<file path="src/rtl/rpf_pkg.sv">
// Package for the record-path input and filter configuration bank.
// Assumes a 32-bit APB slave; registers occupy aligned words.
package rpf_pkg;
  // Register indices as printed; byte address is four times the index
  localparam logic [7:0] RPF_IDX_INPUT_MODE = 8'h0f;
  localparam logic [7:0] RPF_IDX_LEFT_MIX = 8'h15;
  localparam logic [7:0] RPF_IDX_RIGHT_MIX = 8'h16;
  localparam logic [7:0] RPF_IDX_FILTER = 8'h26;
  localparam logic [7:0] RPF_IDX_ADC_CTRL = 8'h30;
  localparam logic [7:0] RPF_IDX_STATUS = 8'h31;

  // Input mode register fields
  localparam int RPF_BIT_LINE_A_EXT = 7;
  localparam int RPF_BIT_LINE_B_EXT = 6;
  localparam int RPF_POS_MIC_MUX = 0;
  localparam logic [7:0] RPF_MASK_INPUT_MODE = 8'hc3;
  localparam logic [7:0] RPF_RST_INPUT_MODE = 8'h00;

  // Mixer select fields
  localparam logic [7:0] RPF_MASK_MIX = 8'h7f;
  localparam logic [7:0] RPF_RST_MIX = 8'h00;

  // Filter register fields
  localparam int RPF_BIT_MUSIC_MODE = 7;
  localparam int RPF_BIT_REC_DCB = 6;
  localparam int RPF_BIT_PLAY_DCB = 5;
  localparam int RPF_BIT_HIGH_RATE = 4;
  localparam logic [7:0] RPF_MASK_FILTER = 8'hf0;
  localparam logic [7:0] RPF_RST_FILTER = 8'h80;

  // ADC control fields (own register)
  localparam int RPF_BIT_ADC_L_EN = 0;
  localparam int RPF_BIT_ADC_R_EN = 1;
  localparam int RPF_BIT_OSR128 = 2;
  localparam int RPF_BIT_DIRECT_FS = 3;
  localparam int RPF_BIT_USE_DMIC_L = 4;
  localparam int RPF_BIT_USE_DMIC_R = 5;
  localparam logic [7:0] RPF_MASK_ADC_CTRL = 8'h3f;
  localparam logic [7:0] RPF_RST_ADC_CTRL = 8'h00;

  // Line PGA gain codes and results in dB
  localparam logic [2:0] RPF_PGA_20DB = 3'h0;
  localparam logic [2:0] RPF_PGA_14DB = 3'h1;
  localparam logic [2:0] RPF_PGA_3DB = 3'h2;
  localparam logic [2:0] RPF_PGA_0DB = 3'h3;
  localparam logic [2:0] RPF_PGA_M3DB = 3'h4;

  typedef enum logic [1:0] {
    RPF_MIC_DEFAULT = 2'h0,
    RPF_MIC_PAIR3_TO_MIC1 = 2'h1,
    RPF_MIC_PAIR3_TO_MIC2 = 2'h2,
    RPF_MIC_RESERVED = 2'h3
  } rpf_mic_mux_t;

  // Routing of the analog front end, one bundle
  typedef struct packed {
    logic line_a_ext_gain_sel;
    logic line_b_ext_gain_sel;
    logic [1:0] mic1_pair;
    logic [1:0] mic2_pair;
    logic [6:0] left_adc_source_sel;
    logic [6:0] right_adc_source_sel;
    logic gain_stages_bypass;
    logic analog_out_route_en;
    logic adc_left_en;
    logic adc_right_en;
  } rpf_route_t;

  // DSP filter controls, one bundle
  typedef struct packed {
    logic music_filter_sel;
    logic record_dc_block_en;
    logic playback_dc_block_en;
    logic high_rate_mode;
    logic interp_4x;
    logic adc_osr_128;
    logic rec_src_dmic_l;
    logic rec_src_dmic_r;
  } rpf_dsp_t;
endpackage

</file>
<file path="src/rtl/rpf_config_bank.sv">
// Record-path input and DSP filter configuration bank behind APB.
// Assumes APB master on clk_sys_in; line PGA codes arrive from a neighbour bank.
`timescale 1ns/100ps
`default_nettype none
module rpf_config_bank
  import rpf_pkg::*;
(
  input wire logic clk_sys_in,
  input wire logic sys_rst_in,
  input wire logic psel_in,
  input wire logic penable_in,
  input wire logic pwrite_in,
  input wire logic [31:0] paddr_in,
  input wire logic [31:0] pwdata_in,
  input wire logic [3:0] pstrb_in,
  output logic [31:0] prdata_out,
  output logic pready_out,
  output logic pslverr_out,
  input wire logic [2:0] line_a_pga_gain_in,
  input wire logic [2:0] line_b_pga_gain_in,
  output rpf_route_t route_out,
  output rpf_dsp_t dsp_out,
  output logic signed [5:0] line_a_gain_db_out,
  output logic signed [5:0] line_b_gain_db_out
);
  logic [7:0] input_mode_ff;
  logic [7:0] left_mix_ff;
  logic [7:0] right_mix_ff;
  logic [7:0] filter_ff;
  logic [7:0] adc_ctrl_ff;
  logic [31:0] prdata_ff;
  logic pslverr_ff;
  logic access_ok;
  logic wr_en;
  logic addr_hit;
  logic [7:0] idx;
  logic [7:0] wbyte;
  logic [7:0] nxt_adc_ctrl;
  logic [7:0] status_val;
  logic [7:0] nxt_rdata;
  rpf_mic_mux_t mic_mux;
  logic [1:0] mic1_pair;
  logic [1:0] mic2_pair;

  // Single-cycle access phase: every transfer completes without wait states
  assign pready_out = 1'b1;
  assign prdata_out = prdata_ff;
  assign pslverr_out = pslverr_ff;
  assign access_ok = psel_in && penable_in;
  assign idx = paddr_in[9:2];
  assign wbyte = pwdata_in[7:0];
  assign addr_hit = (paddr_in[31:10] == 22'h00_0000) && (paddr_in[1:0] == 2'h0) &&
                    ((idx == RPF_IDX_INPUT_MODE) || (idx == RPF_IDX_LEFT_MIX) ||
                     (idx == RPF_IDX_RIGHT_MIX) || (idx == RPF_IDX_FILTER) ||
                     (idx == RPF_IDX_ADC_CTRL) || (idx == RPF_IDX_STATUS));
  // Only lane 0 carries data; a write without it stores nothing
  assign wr_en = access_ok && pwrite_in && addr_hit && pstrb_in[0];

  always_ff @(posedge clk_sys_in or posedge sys_rst_in) begin
    if (sys_rst_in) begin
      input_mode_ff <= RPF_RST_INPUT_MODE;
    end else if (wr_en && idx == RPF_IDX_INPUT_MODE) begin
      input_mode_ff <= wbyte & RPF_MASK_INPUT_MODE;
    end
  end

  always_ff @(posedge clk_sys_in or posedge sys_rst_in) begin
    if (sys_rst_in) begin
      left_mix_ff <= RPF_RST_MIX;
    end else if (wr_en && idx == RPF_IDX_LEFT_MIX) begin
      left_mix_ff <= wbyte & RPF_MASK_MIX;
    end
  end

  always_ff @(posedge clk_sys_in or posedge sys_rst_in) begin
    if (sys_rst_in) begin
      right_mix_ff <= RPF_RST_MIX;
    end else if (wr_en && idx == RPF_IDX_RIGHT_MIX) begin
      right_mix_ff <= wbyte & RPF_MASK_MIX;
    end
  end

  always_ff @(posedge clk_sys_in or posedge sys_rst_in) begin
    if (sys_rst_in) begin
      filter_ff <= RPF_RST_FILTER;
    end else if (wr_en && idx == RPF_IDX_FILTER) begin
      filter_ff <= wbyte & RPF_MASK_FILTER;
    end
  end

  // Voice filters pin the ratio at 128; a write cannot clear it
  always_comb begin
    nxt_adc_ctrl = adc_ctrl_ff;
    if (wr_en && idx == RPF_IDX_ADC_CTRL) begin
      nxt_adc_ctrl = wbyte & RPF_MASK_ADC_CTRL;
    end
    if (!filter_ff[RPF_BIT_MUSIC_MODE] ||
        (wr_en && idx == RPF_IDX_FILTER && !wbyte[RPF_BIT_MUSIC_MODE])) begin
      nxt_adc_ctrl[RPF_BIT_OSR128] = 1'b1;
    end
  end

  always_ff @(posedge clk_sys_in or posedge sys_rst_in) begin
    if (sys_rst_in) begin
      adc_ctrl_ff <= RPF_RST_ADC_CTRL;
    end else begin
      adc_ctrl_ff <= nxt_adc_ctrl;
    end
  end

  // Status: flags combinations that software is expected to avoid; bit 0 mirrors the OSR 128 setting
  assign status_val = {4'h0,
                       (filter_ff[RPF_BIT_HIGH_RATE] && adc_ctrl_ff[RPF_BIT_OSR128]),
                       (filter_ff[RPF_BIT_HIGH_RATE] && !filter_ff[RPF_BIT_MUSIC_MODE]),
                       (input_mode_ff[1:0] == RPF_MIC_RESERVED),
                       adc_ctrl_ff[RPF_BIT_OSR128]};

  always_comb begin
    nxt_rdata = 8'h00;
    case (idx)
      RPF_IDX_INPUT_MODE: nxt_rdata = input_mode_ff;
      RPF_IDX_LEFT_MIX: nxt_rdata = left_mix_ff;
      RPF_IDX_RIGHT_MIX: nxt_rdata = right_mix_ff;
      RPF_IDX_FILTER: nxt_rdata = filter_ff;
      RPF_IDX_ADC_CTRL: nxt_rdata = adc_ctrl_ff;
      RPF_IDX_STATUS: nxt_rdata = status_val;
      default: nxt_rdata = 8'h00;
    endcase
  end

  // Read data registered in setup so it is stable through the access phase
  always_ff @(posedge clk_sys_in or posedge sys_rst_in) begin
    if (sys_rst_in) begin
      prdata_ff <= 32'h0000_0000;
    end else if (psel_in && !penable_in && !pwrite_in) begin
      prdata_ff <= {24'h00_0000, addr_hit ? nxt_rdata : 8'h00};
    end
  end

  always_ff @(posedge clk_sys_in or posedge sys_rst_in) begin
    if (sys_rst_in) begin
      pslverr_ff <= 1'b0;
    end else if (psel_in && !penable_in) begin
      pslverr_ff <= !addr_hit;
    end
  end

  // Microphone pair mux: pair codes 1, 2, 3
  assign mic_mux = rpf_mic_mux_t'(input_mode_ff[RPF_POS_MIC_MUX +: 2]);
  // Local pair values keep the struct out of a second process's reach
  always_comb begin
    mic1_pair = 2'h1;
    mic2_pair = 2'h2;
    case (mic_mux)
      RPF_MIC_DEFAULT: begin
        mic1_pair = 2'h1;
        mic2_pair = 2'h2;
      end
      RPF_MIC_PAIR3_TO_MIC1: begin
        mic1_pair = 2'h3;
        mic2_pair = 2'h2;
      end
      RPF_MIC_PAIR3_TO_MIC2: begin
        mic1_pair = 2'h1;
        mic2_pair = 2'h3;
      end
      default: begin
        // Reserved code keeps the default routing
        mic1_pair = 2'h1;
        mic2_pair = 2'h2;
      end
    endcase
  end
  assign route_out.mic1_pair = mic1_pair;
  assign route_out.mic2_pair = mic2_pair;

  assign route_out.line_a_ext_gain_sel = input_mode_ff[RPF_BIT_LINE_A_EXT];
  assign route_out.line_b_ext_gain_sel = input_mode_ff[RPF_BIT_LINE_B_EXT];
  assign route_out.left_adc_source_sel = left_mix_ff[6:0];
  assign route_out.right_adc_source_sel = right_mix_ff[6:0];
  assign route_out.gain_stages_bypass = adc_ctrl_ff[RPF_BIT_DIRECT_FS];
  assign route_out.analog_out_route_en = !adc_ctrl_ff[RPF_BIT_DIRECT_FS];
  assign route_out.adc_left_en = adc_ctrl_ff[RPF_BIT_ADC_L_EN];
  assign route_out.adc_right_en = adc_ctrl_ff[RPF_BIT_ADC_R_EN];

  assign dsp_out.music_filter_sel = filter_ff[RPF_BIT_MUSIC_MODE];
  assign dsp_out.record_dc_block_en = filter_ff[RPF_BIT_REC_DCB];
  assign dsp_out.playback_dc_block_en = filter_ff[RPF_BIT_PLAY_DCB];
  assign dsp_out.high_rate_mode = filter_ff[RPF_BIT_HIGH_RATE];
  // Only meaningful with the FIR filters; voice mode keeps 8x
  assign dsp_out.interp_4x = filter_ff[RPF_BIT_HIGH_RATE] &&
                             filter_ff[RPF_BIT_MUSIC_MODE];
  assign dsp_out.adc_osr_128 = adc_ctrl_ff[RPF_BIT_OSR128];
  assign dsp_out.rec_src_dmic_l = adc_ctrl_ff[RPF_BIT_USE_DMIC_L];
  assign dsp_out.rec_src_dmic_r = adc_ctrl_ff[RPF_BIT_USE_DMIC_R];

  rpf_pga_decode u_pga_a (
    .code_in(line_a_pga_gain_in),
    .gain_db_out(line_a_gain_db_out)
  );

  rpf_pga_decode u_pga_b (
    .code_in(line_b_pga_gain_in),
    .gain_db_out(line_b_gain_db_out)
  );
endmodule
`default_nettype wire

</file>
<file path="src/rtl/rpf_pga_decode.sv">
// Line input PGA gain decoder: code to signed gain in dB.
// Assumes a static gain code from the register file.
`timescale 1ns/100ps
`default_nettype none
module rpf_pga_decode
  import rpf_pkg::*;
(
  input wire logic [2:0] code_in,
  output logic signed [5:0] gain_db_out
);
  always_comb begin
    case (code_in)
      RPF_PGA_20DB: gain_db_out = 6'sd20;
      RPF_PGA_14DB: gain_db_out = 6'sd14;
      RPF_PGA_3DB: gain_db_out = 6'sd3;
      RPF_PGA_0DB: gain_db_out = 6'sd0;
      RPF_PGA_M3DB: gain_db_out = -6'sd3;
      default: gain_db_out = -6'sd6;
    endcase
  end
endmodule
`default_nettype wire

</file>
<file path="config.mk">
export PLATFORM = sky130hd
export DESIGN_NAME = rpf_config_bank
export DESIGN_NICKNAME = d
export VERILOG_FILES = /design/src/rtl/rpf_pkg.sv /design/src/rtl/rpf_config_bank.sv /design/src/rtl/rpf_pga_decode.sv
export SDC_FILE = /design/constraint.sdc
export NUM_CORES = 1
export LEC_CHECK = 0
export BUFFER_PORTS_ARGS = -buffer_cell sky130_fd_sc_hd__buf_2
export CAP_MARGIN = 5
export CORE_MARGIN = 4
export CORE_UTILIZATION = 41
export CTS_CLUSTER_SIZE = 8
export DETAILED_ROUTE_END_ITERATION = 7
export GPL_TIMING_DRIVEN = 0
export PLACE_DENSITY_LB_ADDON = 0.15
export SETUP_SLACK_MARGIN = 0.1
export SYNTH_ARGS = -nofsm -noshare
export SYNTH_HDL_FRONTEND = slang
export SYNTH_SLANG_ARGS = --single-unit
export TNS_END_PERCENT = 5
</file>
<file path="constraint.sdc">
create_clock -name clk_sys_in -period 1.3 [get_ports clk_sys_in]
set_input_delay 0.195 -clock clk_sys_in [delete_from_list [all_inputs] [get_ports clk_sys_in]]
set_output_delay 0.195 -clock clk_sys_in [all_outputs]
set_load 0.005 [all_outputs]
</file>
==> reports/metrics.csv <==
metric,value,unit
cts_tree,done,
avgSynthCellArea,10.6,um^2
cp.arrival,1.98,ns
path_class,input port to flop,
fin_crit_sh,139,%
synth_top_cell_area_share,41.2,%
slew_viol_final,0,
synthesis.area,2190,um^2
maxCapViolCount,0,
clock-sinks,37,
clock_skew,0.00681,ns
hold_viol,0,
synth_most_common_cell,dfrtp_1,
wire_per_inst,14.3,um
status,finished with violations,
synth.distinct_cells,46,
avgViaCountPerCell,4.78,
cts.path.max_buffers,2,
numPortBuffers,101,
total_power,0.00232,W
nNetsFinal,430,
preCtsSetupSlack,-1.13,ns
violations,setup timing,
io_pins,157,
h-tree-depth,2,
grt_pass1_vias,1983,
drive_gt1_share,56.4,%
worstSetupEndpointType,flop,
synth_commonest_cells,"dfrtp_1, buf_4, mux2_2, nand2_1, nor2_1",
finalWirelength,6.01,mm
ys_ff_latch,37,
grt_use_total,18.2,%
cts_buffers,5,
synth_cells,207,
syn_to_final_growth,47.2,%
drc,0,
power.leakage,1.74,nW
synth_warnings,0,
placed_cell_area,2910,um^2
final_cell_area,3220,um^2
drtPass1Iterations,4,
synth_area_leaders,"dfrtp_1, mux2_2, buf_4",
seq_area_frac_synth,42.4,%
rsz0062_at_grt,true,
async_reset_ff_share,100,%
cts.reportedPaths.clkPinSlew,0.07,ns
synth_top_area_cell,dfrtp_1,
hold_path_class,input port to flop,
tightest_slew,0.595,ns
cts_root_buffer,clkbuf_8,
setup_viol,37,
start_kind,input port,
worst_slack,-0.506,ns
hold_ws,0.165,ns
die_height,81.0,um
cp.required,1.47,ns
slew_headroom,60.3,%
start_util,42.5,%
place_congestion,0.790,
fp.dieArea,6560,um^2
dpl.hpwl,4.65,mm
fmax,0.554,GHz
coreArea,5140,um^2
grt_pass1_wl,9.16,mm
tns,-10.96,ns
power_per_cell_area,720,nW/um^2
peakVddDrop,685,uV
vias,2011,
grt_overflow,0,
antenna_cells,0,
clock_latency,0.29,ns
final.min_clock_period,1.81,ns
synth_edf_count,0,
rows,26,
ant_nets,0,
drt-initial-drc-count,82,
synthFlopType,dfrtp_1,
cp_max_fo,6,
grt_max_degree,25,
antenna_found_initial,0,
fp.dieW,81.0,um
where the power goes:
part	internal [W]	switching [W]
sequential	0.00115	0.0000000000323
clock	0.000418	0.000383
combinational	0.000197	0.000167
total	0.00177	0.000550
timing repair:
| action | CTS | global route |
|---|---|---|
| resized for setup | 23 | 13 |
| setup buffers | 7 | 1 |
| pin swaps | 7 | 5 |
| hold buffers | 1 | 0 |
| hold endpoints to repair | 12 | 0 |
| setup endpoints to repair | 38 | 41 |
layer usage:
metal	global-route usage, %	wire (um)	up-vias
li1	-	-	977
met1	20.5	2370	941
met2	32.7	3000	86
met3	5.43	565	7
met4	5.74	72	0
met5	0	0	-
critical path: stages:
cell    delay (ns)
buf_8         0.09
or3b_4        0.38
or4b_1        0.52
or3_1         0.33
buf_6         0.16
mux2_4        0.29
state kept, by name, summed over array words and instances, names as in the netlist:
name and count:
input_mode_ff 4, filter_ff 4, right_mix_ff 7, pslverr_out 1, adc_ctrl_ff 6, prdata_out 8
left_mix_ff 7
final cells by class:
cell class / count / area, um^2
plain buffers: 35 / 265
clock buffers: 6 / 82.6
clock inverters: 1 / 7.51
fillers: 469 / 1920
inverters: 8 / 30.0
multi-input cells: 152 / 1170
flip-flops and latches: 37 / 927
well taps: 70 / 87.6
repair buffers: 112 / 649
per-stage QoR:
stage | std cells | util, %
after floorplan | 232 | -
after global placement | 403 | 55.9
after detailed placement | 405 | 56.5
after CTS | 420 | 61.2
after global routing | 421 | 62.6
final | 421 | 62.6
final timing paths:
check	cells past startpoint	endpoint	start	slack (ns)
min	2	adc_ctrl_ff[3]$_DFFE_PP0P_	pwdata_in[3]	0.17
min in group asynchronous	3	prdata_out[4]$_DFFE_PP0P_	sys_rst_in	0.51
min reg2reg	2	prdata_out[7]$_DFFE_PP0P_	prdata_out[7]$_DFFE_PP0P_	0.48
max	6	adc_ctrl_ff[0]$_DFFE_PP0P_	paddr_in[5]	-0.51
max in group asynchronous	4	left_mix_ff[6]$_DFFE_PP0P_	sys_rst_in	0.26
max reg2reg	4	prdata_out[0]$_DFFE_PP0P_	adc_ctrl_ff[2]$_DFFE_PP0P_	-0.09
cells in the final DEF, fill, tap and decap left out, types with 2 or more instances in the layout:
cell / synthesis / final
a21boi_0: 4 / 3
a21o_1: 2 / 2
a21oi_1: 2 / 2
a222oi_1: 6 / 6
buf_2: 0 / 95
buf_4: 29 / 37
buf_6: 2 / 6
clkbuf_1: 3 / 2
clkbuf_2: 0 / 2
clkbuf_8: 0 / 6
conb_1: 2 / 27
dfrtp_1: 36 / 36
inv_1: 8 / 8
mux2_2: 23 / 23
mux2_4: 5 / 5
nand2_1: 11 / 11
nand2b_1: 3 / 3
nand3_1: 4 / 2
nand3_4: 0 / 2
nand3b_1: 2 / 2
nor2_1: 10 / 9
nor2b_1: 3 / 3
nor3_2: 0 / 2
nor4_1: 9 / 6
nor4_4: 1 / 3
o21a_1: 2 / 2
o21ai_0: 8 / 6
o21ai_1: 0 / 2
or2_2: 3 / 2
or3_1: 2 / 2
or3b_4: 1 / 2
xnor2_1: 3 / 3
cells by family (layout without fill, tap and decap cells):
kind of cell / Yosys count / in the layout / share of synthesized area [%]
xor gates and xnor gates: 3 / 3 / 1.20
and+or+nand+nor: 62 / 62 / 16.9
AOI/OAI and AO/OA: 31 / 31 / 10.3
muxes: 29 / 29 / 15.7
buffers and inverters: 43 / 162 / 13.1
DFF: 37 / 37 / 42.4
other: 2 / 27 / 0.344
Power figures use the tool's default switching activity.
